`src/mcalu_pkg.sv`:
```
package mcalu_pkg;
	// Register file indices (operand codes)
	localparam logic [2:0] REG_MASK_IDX = 3'h5;
	localparam logic [2:0] REG_PHI_IDX = 3'h6;
	localparam logic [2:0] REG_PLO_IDX = 3'h7;
	localparam int NUM_REGS = 8;
	// Condition word field positions
	localparam int CW_SHIFT_OUT = 15;
	localparam int CW_CONV_SIGN = 14;
	localparam int CW_CARRY = 13;
	localparam int CW_SAT_HI = 12;
	localparam int CW_SAT_LO = 11;
	localparam int CW_MASK_ZERO = 10;
	localparam int CW_MASK_ONES = 9;
	localparam int CW_UPPER_NZ = 8;
	localparam int CW_LOWER_NZ = 7;
	localparam int CW_SUM_ZERO = 6;
	localparam int CW_SUM_NEG = 5;
	localparam int CW_UNS_UNDER = 4;
	localparam int CW_UNS_OVER = 3;
	localparam int CW_SGN_UNDER = 2;
	localparam int CW_SGN_OVER = 1;
	localparam int CW_IDLE = 0;
	// Reset values
	localparam logic [15:0] REG_RESET = 16'h0000;
	localparam logic [15:0] COND_RESET = 16'h0001;
	localparam logic [5:0] INDEX_RESET = 6'h00;
	localparam logic [9:0] JUMP_RESET = 10'h000;
	localparam logic [15:0] PC_RESET = 16'h0000;
	// Saturation limits
	localparam logic [15:0] SAT_SGN_MAX = 16'h7FFF;
	localparam logic [15:0] SAT_SGN_MIN = 16'h8000;
	localparam logic [15:0] SAT_UNS_MAX = 16'hFFFF;
	localparam logic [15:0] SAT_UNS_MIN = 16'h0000;
	// Multiply latency in cycles
	localparam logic [3:0] MUL_CYCLES = 4'h4;
	// Operation codes
	typedef enum logic [3:0] {
		MCALU_NOP = 4'h0,
		MCALU_ADD = 4'h1,
		MCALU_SUB = 4'h2,
		MCALU_AND = 4'h3,
		MCALU_OR = 4'h4,
		MCALU_XOR = 4'h5,
		MCALU_NOT = 4'h6,
		MCALU_SHL = 4'h7,
		MCALU_SHR = 4'h8,
		MCALU_SH32L = 4'h9,
		MCALU_SH32R = 4'hA,
		MCALU_MUL = 4'hB,
		MCALU_COPY = 4'hC,
		MCALU_TOINT = 4'hD,
		MCALU_SETSAT = 4'hE
	} mcalu_op_t;
	// Multiply sequencer states
	typedef enum logic [1:0] {
		MCALU_IDLE = 2'b00,
		MCALU_BUSY = 2'b01,
		MCALU_DONE = 2'b11
	} mcalu_state_t;
	// Program counter sources
	typedef enum logic [1:0] {
		MCALU_PC_INC = 2'h0,
		MCALU_PC_REL = 2'h1,
		MCALU_PC_FAR1 = 2'h2,
		MCALU_PC_FAR2 = 2'h3
	} mcalu_pc_t;
endpackage : mcalu_pkg

```
`src/mcalu_addr.sv`:
```
`timescale 1ns/10ps
module mcalu_addr
(
	input wire logic [9:0] instr_addr_i,
	input wire logic index_en_i,
	input wire logic [5:0] index_offset_i,
	input wire logic [15:0] pc_i,
	input wire logic [4:0] rel_disp_i,
	output logic [9:0] dram_addr_o,
	output logic [15:0] rel_target_o
);
	// Data RAM address: operand itself, or operand plus index offset
	assign dram_addr_o = index_en_i ? instr_addr_i + {4'h0, index_offset_i} : instr_addr_i;
	// Relative target: sign-extended five-bit displacement
	assign rel_target_o = pc_i + {{11{rel_disp_i[4]}}, rel_disp_i};
endmodule : mcalu_addr

```
`src/mcalu_core.sv`:
```
`timescale 1ns/10ps
// Overview of operation
// - Five 16-bit general registers serve as sources and destinations.
// - Mask operand register feeds mask operations and works as general register.
// - Multiply and 32-bit shifts write product pair, high and low halves.
// - Product halves are usable individually as general registers.
// - Condition word holds the listed flags from bit 15 to 0.
// - Shifts set shift-out flag to the last bit shifted out.
// - Conversion sign toggles on each removed sign; cleared by reset operand.
// - Carry captures the carry of the latest add or subtract.
// - Saturation select 00 or 10 wraps add and subtract results.
// - Saturation select 01 clamps signed results to 0x8000..0x7FFF.
// - Saturation select 11 clamps unsigned results to 0x0000..0xFFFF.
// - Mask operations set zero and all-ones flags from the result.
// - Multiply or 32-bit shift sets half-nonzero flags from result halves.
// - Add or subtract sets zero and negative flags from the result.
// - Add or subtract sets unsigned and signed under/overflow flags.
// - Idle flag low during multi-cycle operation; decoder only reads it.
// - Requests arriving while busy are ignored; running operation continues.
// - Immediate addressing takes the data RAM address from the operand.
// - Direct addressing selects a register by operand code.
// - Far jump loads program counter from a preloaded jump register.
// - Indexed access adds the index offset when index enable is set.
// - Relative displacement is five-bit two's complement, -16 to +15.
// - Index offset is held in a 6-bit register.
module mcalu_core
	import mcalu_pkg::*;
(
	input wire logic REF_CLK_I,
	input wire logic RESET_N_I,
	input wire logic OP_VALID_I,
	input wire mcalu_pkg::mcalu_op_t OP_CODE_I,
	input wire logic [2:0] SRC_SEL_I,
	input wire logic [2:0] DST_SEL_I,
	input wire logic USE_IMM_I,
	input wire logic [15:0] IMM_I,
	input wire logic [3:0] SHIFT_AMT_I,
	input wire logic TOINT_RST_I,
	input wire logic WR_EN_I,
	input wire logic [2:0] WR_SEL_I,
	input wire logic [15:0] WR_DATA_I,
	input wire logic [1:0] SAT_I,
	input wire logic IDX_WR_I,
	input wire logic [5:0] IDX_DATA_I,
	input wire logic JR1_WR_I,
	input wire logic JR2_WR_I,
	input wire logic [9:0] JR_DATA_I,
	input wire logic PC_STEP_I,
	input wire mcalu_pkg::mcalu_pc_t PC_SRC_I,
	input wire logic [4:0] REL_DISP_I,
	input wire logic [9:0] INSTR_ADDR_I,
	input wire logic INDEX_EN_I,
	input wire logic [2:0] RD_SEL_I,
	output logic [15:0] RD_DATA_O,
	output logic [15:0] COND_O,
	output logic [9:0] DRAM_ADDR_O,
	output logic [15:0] PC_O
);
	import mcalu_pkg::*;

	logic [15:0] regs_reg [NUM_REGS];
	logic [15:0] cond_reg;
	logic [15:0] cond_next;
	logic [5:0] index_reg;
	logic [9:0] jr1_reg;
	logic [9:0] jr2_reg;
	logic [15:0] pc_reg;
	logic [15:0] pc_next;
	logic [15:0] rd_data_reg;
	logic [9:0] dram_addr_reg;
	mcalu_state_t state_reg;
	mcalu_state_t state_next;
	logic [3:0] mul_cnt_reg;
	logic [31:0] mul_res_reg;

	// Saturating add or subtract with flags
	function automatic logic [20:0] sat_addsub(input logic [15:0] a, input logic [15:0] b,
		input logic sub, input logic [1:0] sat);
		logic [16:0] raw;
		logic s_ovf;
		logic s_unf;
		logic u_ovf;
		logic u_unf;
		logic [15:0] res;
		raw = sub ? {1'b0, a} - {1'b0, b} : {1'b0, a} + {1'b0, b};
		u_ovf = !sub && raw[16];
		u_unf = sub && raw[16];
		s_ovf = (a[15] == (b[15] ^ sub)) && !a[15] && raw[15];
		s_unf = (a[15] == (b[15] ^ sub)) && a[15] && !raw[15];
		res = raw[15:0];
		if (sat == 2'b01)
		begin
			if (s_ovf)
				res = SAT_SGN_MAX;
			else if (s_unf)
				res = SAT_SGN_MIN;
		end
		else if (sat == 2'b11)
		begin
			if (u_ovf)
				res = SAT_UNS_MAX;
			else if (u_unf)
				res = SAT_UNS_MIN;
		end
		return {raw[16], u_unf, u_ovf, s_unf, s_ovf, res};
	endfunction : sat_addsub

	// Decoded operand fetch
	wire idle = (state_reg == MCALU_IDLE);
	wire take_op = OP_VALID_I && idle;
	wire [15:0] src_a = regs_reg[DST_SEL_I];
	wire [15:0] src_b = USE_IMM_I ? IMM_I : regs_reg[SRC_SEL_I];
	wire [15:0] mask_b = regs_reg[REG_MASK_IDX];
	wire [31:0] pair = {regs_reg[REG_PHI_IDX], regs_reg[REG_PLO_IDX]};
	wire [20:0] as_res = sat_addsub(src_a, src_b, OP_CODE_I == MCALU_SUB, cond_reg[CW_SAT_HI:CW_SAT_LO]);
	wire [15:0] and_res = src_a & mask_b;
	wire [15:0] or_res = src_a | mask_b;
	wire [15:0] xor_res = src_a ^ mask_b;
	wire [15:0] not_res = ~mask_b;
	wire [31:0] shl_wide = {16'h0000, src_a} << SHIFT_AMT_I;
	wire [31:0] shr_wide = {src_a, 16'h0000} >> SHIFT_AMT_I;
	wire [63:0] sh32l_wide = {32'h0, pair} << SHIFT_AMT_I;
	wire [63:0] sh32r_wide = {pair, 32'h0} >> SHIFT_AMT_I;
	wire [31:0] mul_prod = {16'h0000, src_a} * {16'h0000, src_b};
	wire [15:0] abs_val = src_a[15] ? 16'h0000 - src_a : src_a;
	wire [9:0] dram_addr_w;
	wire [15:0] rel_target;

	// Last bit shifted out for each shift kind
	wire shl_out = (SHIFT_AMT_I == 4'h0) ? cond_reg[CW_SHIFT_OUT] : shl_wide[16];
	wire shr_out = (SHIFT_AMT_I == 4'h0) ? cond_reg[CW_SHIFT_OUT] : shr_wide[15];
	wire sh32l_out = (SHIFT_AMT_I == 4'h0) ? cond_reg[CW_SHIFT_OUT] : sh32l_wide[32];
	wire sh32r_out = (SHIFT_AMT_I == 4'h0) ? cond_reg[CW_SHIFT_OUT] : sh32r_wide[31];

	// Address generation for data RAM and relative jumps
	mcalu_addr mcalu_addr_inst
	(
		.instr_addr_i(INSTR_ADDR_I),
		.index_en_i(INDEX_EN_I),
		.index_offset_i(index_reg),
		.pc_i(pc_reg),
		.rel_disp_i(REL_DISP_I),
		.dram_addr_o(dram_addr_w),
		.rel_target_o(rel_target)
	);

	// Condition word next value
	always_comb
	begin
		cond_next = cond_reg;
		cond_next[CW_SAT_HI:CW_SAT_LO] = (take_op && OP_CODE_I == MCALU_SETSAT) ?
			SAT_I : cond_reg[CW_SAT_HI:CW_SAT_LO];
		if (take_op)
		begin
			case (OP_CODE_I)
				MCALU_ADD, MCALU_SUB:
				begin
					cond_next[CW_CARRY] = as_res[20];
					cond_next[CW_UNS_UNDER] = as_res[19];
					cond_next[CW_UNS_OVER] = as_res[18];
					cond_next[CW_SGN_UNDER] = as_res[17];
					cond_next[CW_SGN_OVER] = as_res[16];
					cond_next[CW_SUM_ZERO] = (as_res[15:0] == 16'h0000);
					cond_next[CW_SUM_NEG] = as_res[15];
				end
				MCALU_AND, MCALU_OR, MCALU_XOR, MCALU_NOT:
				begin
					cond_next[CW_MASK_ZERO] = (regs_next_mask() == 16'h0000);
					cond_next[CW_MASK_ONES] = (regs_next_mask() == 16'hFFFF);
				end
				MCALU_SHL: cond_next[CW_SHIFT_OUT] = shl_out;
				MCALU_SHR: cond_next[CW_SHIFT_OUT] = shr_out;
				MCALU_SH32L:
				begin
					cond_next[CW_SHIFT_OUT] = sh32l_out;
					cond_next[CW_UPPER_NZ] = |sh32l_wide[31:16];
					cond_next[CW_LOWER_NZ] = |sh32l_wide[15:0];
				end
				MCALU_SH32R:
				begin
					cond_next[CW_SHIFT_OUT] = sh32r_out;
					cond_next[CW_UPPER_NZ] = |sh32r_wide[63:48];
					cond_next[CW_LOWER_NZ] = |sh32r_wide[47:32];
				end
				MCALU_TOINT:
					cond_next[CW_CONV_SIGN] = TOINT_RST_I ? 1'b0 : cond_reg[CW_CONV_SIGN] ^ src_a[15];
				default: cond_next = cond_next;
			endcase
		end
		if (state_reg == MCALU_DONE)
		begin
			cond_next[CW_UPPER_NZ] = |mul_res_reg[31:16];
			cond_next[CW_LOWER_NZ] = |mul_res_reg[15:0];
		end
		cond_next[CW_IDLE] = (state_next == MCALU_IDLE);
	end

	// Mask result selection
	function automatic logic [15:0] regs_next_mask();
		case (OP_CODE_I)
			MCALU_AND: return and_res;
			MCALU_OR: return or_res;
			MCALU_XOR: return xor_res;
			default: return not_res;
		endcase
	endfunction : regs_next_mask

	// Multiply sequencer
	always_comb
	begin
		state_next = state_reg;
		case (state_reg)
			MCALU_IDLE: if (take_op && OP_CODE_I == MCALU_MUL) state_next = MCALU_BUSY;
			MCALU_BUSY: if (mul_cnt_reg == 4'h1) state_next = MCALU_DONE;
			MCALU_DONE: state_next = MCALU_IDLE;
			default: state_next = MCALU_IDLE;
		endcase
	end

	// Program counter next value
	always_comb
	begin
		pc_next = pc_reg;
		if (PC_STEP_I)
		begin
			case (PC_SRC_I)
				MCALU_PC_INC: pc_next = pc_reg + 16'h0001;
				MCALU_PC_REL: pc_next = rel_target;
				MCALU_PC_FAR1: pc_next = {6'h00, jr1_reg};
				default: pc_next = {6'h00, jr2_reg};
			endcase
		end
	end

	// Sequencer, counter and multiply result
	always_ff @(posedge REF_CLK_I or negedge RESET_N_I)
	begin
		if (!RESET_N_I)
		begin
			state_reg <= MCALU_IDLE;
			mul_cnt_reg <= 4'h0;
			mul_res_reg <= 32'h0;
		end
		else
		begin
			state_reg <= state_next;
			if (take_op && OP_CODE_I == MCALU_MUL)
			begin
				mul_cnt_reg <= MUL_CYCLES;
				mul_res_reg <= mul_prod;
			end
			else if (mul_cnt_reg != 4'h0)
				mul_cnt_reg <= mul_cnt_reg - 4'h1;
		end
	end

	// Register file writes
	always_ff @(posedge REF_CLK_I or negedge RESET_N_I)
	begin
		if (!RESET_N_I)
		begin
			for (int i = 0; i < NUM_REGS; i++)
				regs_reg[i] <= REG_RESET;
		end
		else if (state_reg == MCALU_DONE)
		begin
			regs_reg[REG_PHI_IDX] <= mul_res_reg[31:16];
			regs_reg[REG_PLO_IDX] <= mul_res_reg[15:0];
		end
		else if (take_op)
		begin
			case (OP_CODE_I)
				MCALU_ADD, MCALU_SUB: regs_reg[DST_SEL_I] <= as_res[15:0];
				MCALU_AND, MCALU_OR, MCALU_XOR, MCALU_NOT: regs_reg[DST_SEL_I] <= regs_next_mask();
				MCALU_SHL: regs_reg[DST_SEL_I] <= shl_wide[15:0];
				MCALU_SHR: regs_reg[DST_SEL_I] <= shr_wide[31:16];
				MCALU_SH32L:
				begin
					regs_reg[REG_PHI_IDX] <= sh32l_wide[31:16];
					regs_reg[REG_PLO_IDX] <= sh32l_wide[15:0];
				end
				MCALU_SH32R:
				begin
					regs_reg[REG_PHI_IDX] <= sh32r_wide[63:48];
					regs_reg[REG_PLO_IDX] <= sh32r_wide[47:32];
				end
				MCALU_COPY: regs_reg[DST_SEL_I] <= regs_reg[SRC_SEL_I];
				MCALU_TOINT: regs_reg[DST_SEL_I] <= abs_val;
				default: regs_reg[DST_SEL_I] <= regs_reg[DST_SEL_I];
			endcase
		end
		else if (WR_EN_I)
			regs_reg[WR_SEL_I] <= WR_DATA_I;
	end

	// Condition word, addressing registers and outputs
	always_ff @(posedge REF_CLK_I or negedge RESET_N_I)
	begin
		if (!RESET_N_I)
		begin
			cond_reg <= COND_RESET;
			index_reg <= INDEX_RESET;
			jr1_reg <= JUMP_RESET;
			jr2_reg <= JUMP_RESET;
			pc_reg <= PC_RESET;
			rd_data_reg <= REG_RESET;
			dram_addr_reg <= JUMP_RESET;
		end
		else
		begin
			cond_reg <= cond_next;
			if (IDX_WR_I)
				index_reg <= IDX_DATA_I;
			if (JR1_WR_I)
				jr1_reg <= JR_DATA_I;
			if (JR2_WR_I)
				jr2_reg <= JR_DATA_I;
			pc_reg <= pc_next;
			rd_data_reg <= regs_reg[RD_SEL_I];
			dram_addr_reg <= dram_addr_w;
		end
	end

	assign RD_DATA_O = rd_data_reg;
	assign COND_O = cond_reg;
	assign DRAM_ADDR_O = dram_addr_reg;
	assign PC_O = pc_reg;

	// Idle flag is low exactly while the multiplier is running
	a_idle_tracks_busy: assert property (@(posedge REF_CLK_I) disable iff (!RESET_N_I)
		(take_op && OP_CODE_I == MCALU_MUL) |=> !COND_O[CW_IDLE] [*5] ##1 COND_O[CW_IDLE])
		else $error("idle flag timing wrong");

	// Busy requests leave flags and destination untouched
	a_busy_ignored: assert property (@(posedge REF_CLK_I) disable iff (!RESET_N_I)
		(state_reg == MCALU_BUSY && OP_VALID_I && !WR_EN_I) |=>
		$stable(cond_reg[CW_SHIFT_OUT:CW_SGN_OVER]) &&
		regs_reg[$past(DST_SEL_I)] == $past(regs_reg[DST_SEL_I]))
		else $error("request accepted while busy");

	// Wrap mode keeps low sixteen bits
	a_wrap_add: assert property (@(posedge REF_CLK_I) disable iff (!RESET_N_I)
		(take_op && OP_CODE_I == MCALU_ADD && cond_reg[CW_SAT_LO] == 1'b0) |=>
		regs_reg[$past(DST_SEL_I)] == 16'($past(src_a) + $past(src_b)))
		else $error("wrap add wrong");

	// Signed saturation on overflow
	a_sat_signed: assert property (@(posedge REF_CLK_I) disable iff (!RESET_N_I)
		(take_op && OP_CODE_I == MCALU_ADD && cond_reg[CW_SAT_HI:CW_SAT_LO] == 2'b01 && as_res[16])
		|=> regs_reg[$past(DST_SEL_I)] == SAT_SGN_MAX)
		else $error("signed clamp wrong");

	// Unsigned saturation on overflow
	a_sat_unsigned: assert property (@(posedge REF_CLK_I) disable iff (!RESET_N_I)
		(take_op && OP_CODE_I == MCALU_ADD && cond_reg[CW_SAT_HI:CW_SAT_LO] == 2'b11 && as_res[18])
		|=> regs_reg[$past(DST_SEL_I)] == SAT_UNS_MAX)
		else $error("unsigned clamp wrong");

	// Mask zero flag follows the AND result
	a_mask_flags: assert property (@(posedge REF_CLK_I) disable iff (!RESET_N_I)
		(take_op && OP_CODE_I == MCALU_AND) |=>
		COND_O[CW_MASK_ZERO] == (regs_reg[$past(DST_SEL_I)] == 16'h0000))
		else $error("mask zero flag wrong");

	// Sum zero flag follows the result
	a_sum_zero: assert property (@(posedge REF_CLK_I) disable iff (!RESET_N_I)
		(take_op && OP_CODE_I == MCALU_SUB) |=>
		COND_O[CW_SUM_ZERO] == (regs_reg[$past(DST_SEL_I)] == 16'h0000))
		else $error("sum zero flag wrong");

	// OR mask operation leaves carry alone
	a_carry_kept: assert property (@(posedge REF_CLK_I) disable iff (!RESET_N_I)
		(take_op && OP_CODE_I == MCALU_OR) |=> $stable(COND_O[CW_CARRY]))
		else $error("carry disturbed");

	// Far jump lands on jump register
	a_far_jump: assert property (@(posedge REF_CLK_I) disable iff (!RESET_N_I)
		(PC_STEP_I && PC_SRC_I == MCALU_PC_FAR1) |=> PC_O == {6'h00, $past(jr1_reg)})
		else $error("far jump target wrong");

	// Relative jump of minus sixteen
	a_rel_jump: assert property (@(posedge REF_CLK_I) disable iff (!RESET_N_I)
		(PC_STEP_I && PC_SRC_I == MCALU_PC_REL && REL_DISP_I == 5'h10) |=>
		PC_O == $past(pc_reg) - 16'h0010)
		else $error("relative jump wrong");
endmodule : mcalu_core

```
`config.mk`:
```
export PLATFORM = sky130hd
export DESIGN_NAME = mcalu_core
export DESIGN_NICKNAME = d
export VERILOG_FILES = /design/src/mcalu_pkg.sv /design/src/mcalu_addr.sv /design/src/mcalu_core.sv
export SDC_FILE = /design/constraint.sdc
export NUM_CORES = 2
export LEC_CHECK = 0
export ABC_AREA = 1
export ABC_CLOCK_PERIOD_IN_PS = 11900
export CAP_MARGIN = 5
export CORE_MARGIN = 2
export CORE_UTILIZATION = 40
export CTS_CLUSTER_DIAMETER = 60
export DETAILED_ROUTE_END_ITERATION = 10
export DONT_BUFFER_PORTS = 1
export SYNTH_ARGS = -nofsm -noshare
export SYNTH_HDL_FRONTEND = slang
export SYNTH_HIERARCHICAL = 1
export SYNTH_SLANG_ARGS = --single-unit
export TNS_END_PERCENT = 5
```
`constraint.sdc`:
```
create_clock -name REF_CLK_I -period 11.9 [get_ports REF_CLK_I]
set_input_delay 3.57 -clock REF_CLK_I [delete_from_list [all_inputs] [get_ports REF_CLK_I]]
set_output_delay 3.57 -clock REF_CLK_I [all_outputs]
set_load 0.01 [all_outputs]
```
=== Word-level counts from Yosys, hierarchy flattened ===
Index checks and enable logic that the tools add are counted.

* Word-level logic and storage cells: 179
* Bits in registers: 250
* Output and inout port bits: 58
* Bits of input ports: 98

* Add/sub/neg operators: 7
* Bitwise operators: 11
* Reductions and logical operators: 42
* Eq/ne operators: 28
* Multiplexer cells: 57
* Shift operators: 4
* Magnitude comparators: 6
* $mul: 1

{| class="wikitable"
|+ Operators by type and width
! cell !! count
|-
| $bwmux 128 || 8
|-
| $pmux 96 s7 || 1
|-
| $mux 16 || 19
|-
| $mux 128 || 2
|-
| $pmux 32 s8 || 1
|-
| $bmux 16 s3 || 3
|-
| $demux 16 s3 || 2
|-
| $pmux 16 s3 || 2
|-
| $reduce_or 16->1 || 6
|-
| $shr 64x4->64 || 1
|-
| $shl 32x4->33 || 1
|-
| $logic_not 16->1 || 2
|-
| $mul 16x16->32 || 1
|-
| $mux 32 || 1
|-
| $shr 32x4->32 || 1
|-
| $eq 4x4->1 const B || 7
|-
| $add 16x16->17 || 1
|-
| $mux 17 || 1
|-
| $shl 16x4->17 || 1
|-
| $sub 16x16->17 || 1
|-
| $add 16x1->16 const B || 1
|-
| $add 16x16->16 || 1
|-
| $and 16x16->16 || 1
|-
| $eq 16x16->1 const B || 1
|-
| other kinds (38) || 90
|}

=== Depth between registers and ports, before layout ===
* Depth in word-level cells: 16
* Gate-level depth with buffers: 40
* Mapped depth without buffers: 37

=== By module ===
Netlist, hierarchy kept.

{| class="wikitable"
|+ Modules (own cells, without submodules)
! module !! times used !! area an instance (µm²) !! sequential area each (µm²) !! cells each
|-
| mcalu_core || 1 || 39,586.7 || 6,257.3 || 6,717
|-
| mcalu_addr || 1 || 1,317.5 || 0.0 || 251
|}

=== Worst setup path after synthesis ===
No wires, ideal clock.

* Path type: input to register
* Start point: in DST_SEL_I[1]
* End point: reg mul_res_reg[26]
* Path buffers: 4
* Setup slack: 1,842 ps
* Data required time: 11,767 ps
* Stages: 30
* Arrival time: 9,925 ps
* Setup time: 133 ps
* Path through: buf_4 > nor2_1 > nand2_2 > buf_4 > o22ai_1 > nor2_1 > nand2_1 > clkbuf_1 > clkbuf_1 > nand2_1 > fa_1 > fa_1 > fa_1 > fa_1 > inv_1 > fa_1 > inv_1 > fa_1 > inv_1 > ha_1 > a21oi_1 > inv_1 > a21oi_1 > o21ai_0 > a21boi_0 > o21bai_1 > a21oi_1 > o21ai_0 > xnor2_1 > o21ai_0

* Longest elaborated chain between the ends: 5

{| class="wikitable"
|+ RTL lines
! item !! line !! text
|-
| from (decl) || mcalu_core.sv:34 || <nowiki>input wire logic [2:0] DST_SEL_I,</nowiki>
|-
| $not 3->4 (implied by the code) || mcalu_core.sv:111 || <nowiki>wire [15:0] src_a = regs_reg[DST_SEL_I];</nowiki>
|-
| $bmux 16 s3 || mcalu_core.sv:111 ||
|-
| $mux 16 (implied by the code) (2 in series) || mcalu_core.sv:111 ||
|-
| $mul 16x16->32 || mcalu_core.sv:124 || <nowiki>wire [31:0] mul_prod = {16'h0000, src_a} * {16'h0000, src_b};</nowiki>
|-
| to (signal assigned) || mcalu_core.sv:250 || <nowiki>mul_res_reg <= mul_prod;</nowiki>
|-
| to (decl) || mcalu_core.sv:74 || <nowiki>logic [31:0] mul_res_reg;</nowiki>
|}

No other way between the ends. The select of a mux whose other input is x is not followed.
A chain may end at the register's enable or synchronous reset.

=== Final worst setup path ===
* Start point: in DST_SEL_I[1]
* End point: reg mul_res_reg[31]

The elaborated chain is that of the path after synthesis.

==> results summary <==
The placed wire-length estimate is 177100 um. The worst flop-to-flop path startpoint is pair[12]$_DFFE_PN0P_. The min-delay analysis places its worst path in the category reg -> reg. The pin count of the biggest net entering global routing is 251. Between clock sinks in the finished design, the worst skew comes to 0.02644 ns. The number of slew-limit violations in the final report came to 0.

Counting along the longest clock path gives a buffer depth of 3. The top cell type by area accounts for 20.82% of the synthesized area. Counting the fill cells in the layout gives 11326. The cell at the slowest stage of the critical path is sky130_fd_sc_hd__nand3_2.

The via total after detailed routing is 50318. The number of H-tree branching levels came out at 2. Data arrives at the worst endpoint at 11.18 ns.

The die footprint came out at 104800 sq um. The number of enable flip-flop cells after synthesis is 0. The overflow left after global routing came out at 0.

The number of instances resized during post-cts repair came out at 0. The summed area of non-filler cells in the final layout came out at 43840 sq um. The most critical setup path has its startpoint at DST_SEL_I[1].

In the final routed layout, each cell accounts on average for 28.94 um. The category of the most critical setup path is in -> reg. The total wire length after detailed routing came out at 236600 um.

The highest clock frequency the design can meet is 93.80 MHz. The floorplan row count is 117. The worst-case IR drop observed on VDD is 0.001137 V. The global-route usage over all layers is 44.14%.

The flow ran to the end, but the final reports show violations. The sequential cell area fraction in the yosys report is 15.30%. After clock tree synthesis, the clock-pin slew on the worst setup and hold paths is 0.05 ns. The placed instances occupy a cell area of 42240 sq um. Across all hold checks on the routed design, the worst slack comes to 0.4727 ns. The critical-path maximum fanout is 27.

The area taken by multi-input logic gates came out at 30050 sq um. In this run the cell area of the synthesized design comes to 40900 sq um. The final critical path takes up 89.59% of the cycle. The initial antenna violation count is 12. The count of endpoints failing hold in the final timing report came to 0.

The number of max-capacitance violations reported came out at 0. The number of global-route vias before repair came to 46598. The time the worst path needs with I/O delays and setup came out at 10.66 ns.

The post-route non-filler standard cell count is 8176. The async set-reset flop share out of synthesis is 100.0%. The number of buffers inserted during clock tree synthesis is 47.

The type of element capturing the critical path is a register. Broken down by cell family, the worst path's largest delay share belongs to adder cells. Yosys instantiated no cell more often than sky130_fd_sc_hd__nand2_1.

The cell at the root of the clock tree is sky130_fd_sc_hd__clkbuf_16. The core region area came out at 101600 sq um. The synthesized design spends more area on one cell type than any other, namely sky130_fd_sc_hd__nand2_1. Once detail routing completed, the nets flagged for antenna violations numbered 0. The total of hold buffers inserted after clock tree synthesis came out at 0. The Yosys warning count came out at 6. The starting DRC count in detailed routing came out at 7231. The vertical extent of the die is 323.8 um. The post-CTS setup repair buffer count is 0. Yosys attributes the largest share of cell area to sky130_fd_sc_hd__nand2_1 21%, sky130_fd_sc_hd__dfrtp_1 15%, sky130_fd_sc_hd__fa_1 9.6%. The top flip-flop cell by instance count after synthesis is sky130_fd_sc_hd__dfrtp_1. For this run, design rule violations remaining after detail routing come to 2. Synthesis inferred 250 register bits.

The power density over cell area came out at 414.1 nW/um^2. The worst pin sits at a relative slew slack of 15.39%. The leakage dissipation is 0.02181 uW.

The final design utilization is 43.15%. The via density per instance came out at 6.154. The checks that failed: DRC. Across the whole layout, storage elements account for 6257 sq um. The routability congestion estimate is 1.109. STA puts the critical path data required time at 12.42 ns. The wire length of the first global-routing pass came out at 333800 um. The synthesized netlist cell count came out at 6968. The number of flip-flops in the largest register is 80. The later-pin clock latency in the skew report is 0.67 ns. The total instance count after detailed placement came out at 8085. The starting density of the core came out at 40.26%. Compared with the post-synthesis result, the final layout area differs by 7.167%.

The number of top-level design ports came out at 156. The transition time of the tightest slew-check pin is 1.253 ns. TritonCTS built the clock tree. In the final layout, the share of cells above drive strength 1 is 5.881%. The startpoint identified for the worst hold timing path is state_reg[1]$_DFF_PN0_. The launching element type of the critical path is an input pin. The number of nets in the synthesized netlist is 7443. The chip width is 323.8 um.

The clock drives 250 sinks. The count of buffers inserted at the top-level ports is 0. The number of distinct library cells after synthesis came out at 71. Counting instances in the post-synthesis netlist gives the leading cell types as 2269 x sky130_fd_sc_hd__nand2_1, 783 x sky130_fd_sc_hd__inv_1, 654 x sky130_fd_sc_hd__nor2_1. A synthesized cell averages 5.870 sq um. The critical path's largest stage delay came out at 0.64 ns. The final total negative setup slack is 0 ns. The buffers plus inverters on the worst setup path came out at 7.

Setup repair after global routing left no endpoint under its margin. The number of nets in the finished design came out at 7242. The final number of setup-violating endpoints came out at 0. The first detailed-routing pass took 11 iterations.
==> routing by layer <==
layer / vias to the layer above / part of all wire (%) / track usage (%)
met5: - / 0.022 / 0
li1: 22169 / - / -
met4: 8 / 8.6 / 31.76
met3: 812 / 12 / 11.19
met2: 3424 / 42 / 65.10
met1: 23905 / 38 / 55.91
==> worst paths after layout <==
path / endpoint / slack [ns] / cells past startpoint
setup / recovery: mul_res_reg[31]$_DFFE_PN0P_ / 1.24 / 29
hold / removal: state_reg[1]$_DFF_PN0_ / 0.47 / 1
min in group asynchronous: jr2_reg[0]$_DFFE_PN0P_ / 2.60 / 0
setup reg to reg: mul_res_reg[31]$_DFFE_PN0P_ / 4.15 / 28
max in group asynchronous: mul_res_reg[27]$_DFFE_PN0P_ / 8.34 / 0
hold reg to reg: state_reg[1]$_DFF_PN0_ / 0.47 / 1
==> report_power, final <==
| group | internal, uW | switching, uW | leakage [uW] |
|---|---|---|---|
| Clock | 833 | 576 | 0.000755 |
| Combinational | 4980 | 10200 | 0.0180 |
| Sequential | 1180 | 414 | 0.00306 |
==> layout make-up <==
| cell class | count | share of cell area, % |
|---|---|---|
| Antenna cell | 6 | 0.03425 |
| Clock buffer | 58 | 2.894 |
| Clock inverter | 26 | 0.6879 |
| Inverter | 824 | 7.062 |
| Multi-Input combinational cell | 5502 | 68.54 |
| Sequential cell | 250 | 14.27 |
| Tap cell | 1368 | 3.905 |
| Timing Repair Buffer | 142 | 2.603 |
==> cells in the final DEF (no fill, tap or decap), drive strengths merged, types with 21 or more instances in the layout <==
master	n
a211oi	31
a21oi	601
a221oi	21
a31oi	40
buf	142
clkbuf	58
clkinv	25
dfrtp	249
fa	197
ha	180
inv	817
nand2	2296
nand3	524
nand4	83
nor2	661
nor3	81
o2111ai	30
o211ai	74
o21ai	406
o22ai	45
or2	34
xnor2	22
xor2	44
==> through the flow <==
step	total power, uW	setup slack [ns]
after CTS	17880	1.444
after detailed placement	16380	0.7604
after global placement	16400	0.8705
final	18150	1.239
after global routing	19760	0.8698
after floorplan	11470	1.842
==> cell families (layout without fill, tap and decap cells) <==
logic type	count (synthesis)	count (layout)	share of synthesized area (%)
simple gates	3703	3703	37.47
xor+xnor	66	66	1.477
fa+ha+maj	377	377	15.15
mux	35	35	0.9024
other cells	0	6	0
buf+inv	1216	1050	11.55
flops	250	250	15.30
compound gates	1321	1321	18.15
(Power assumes the default switching activity.)
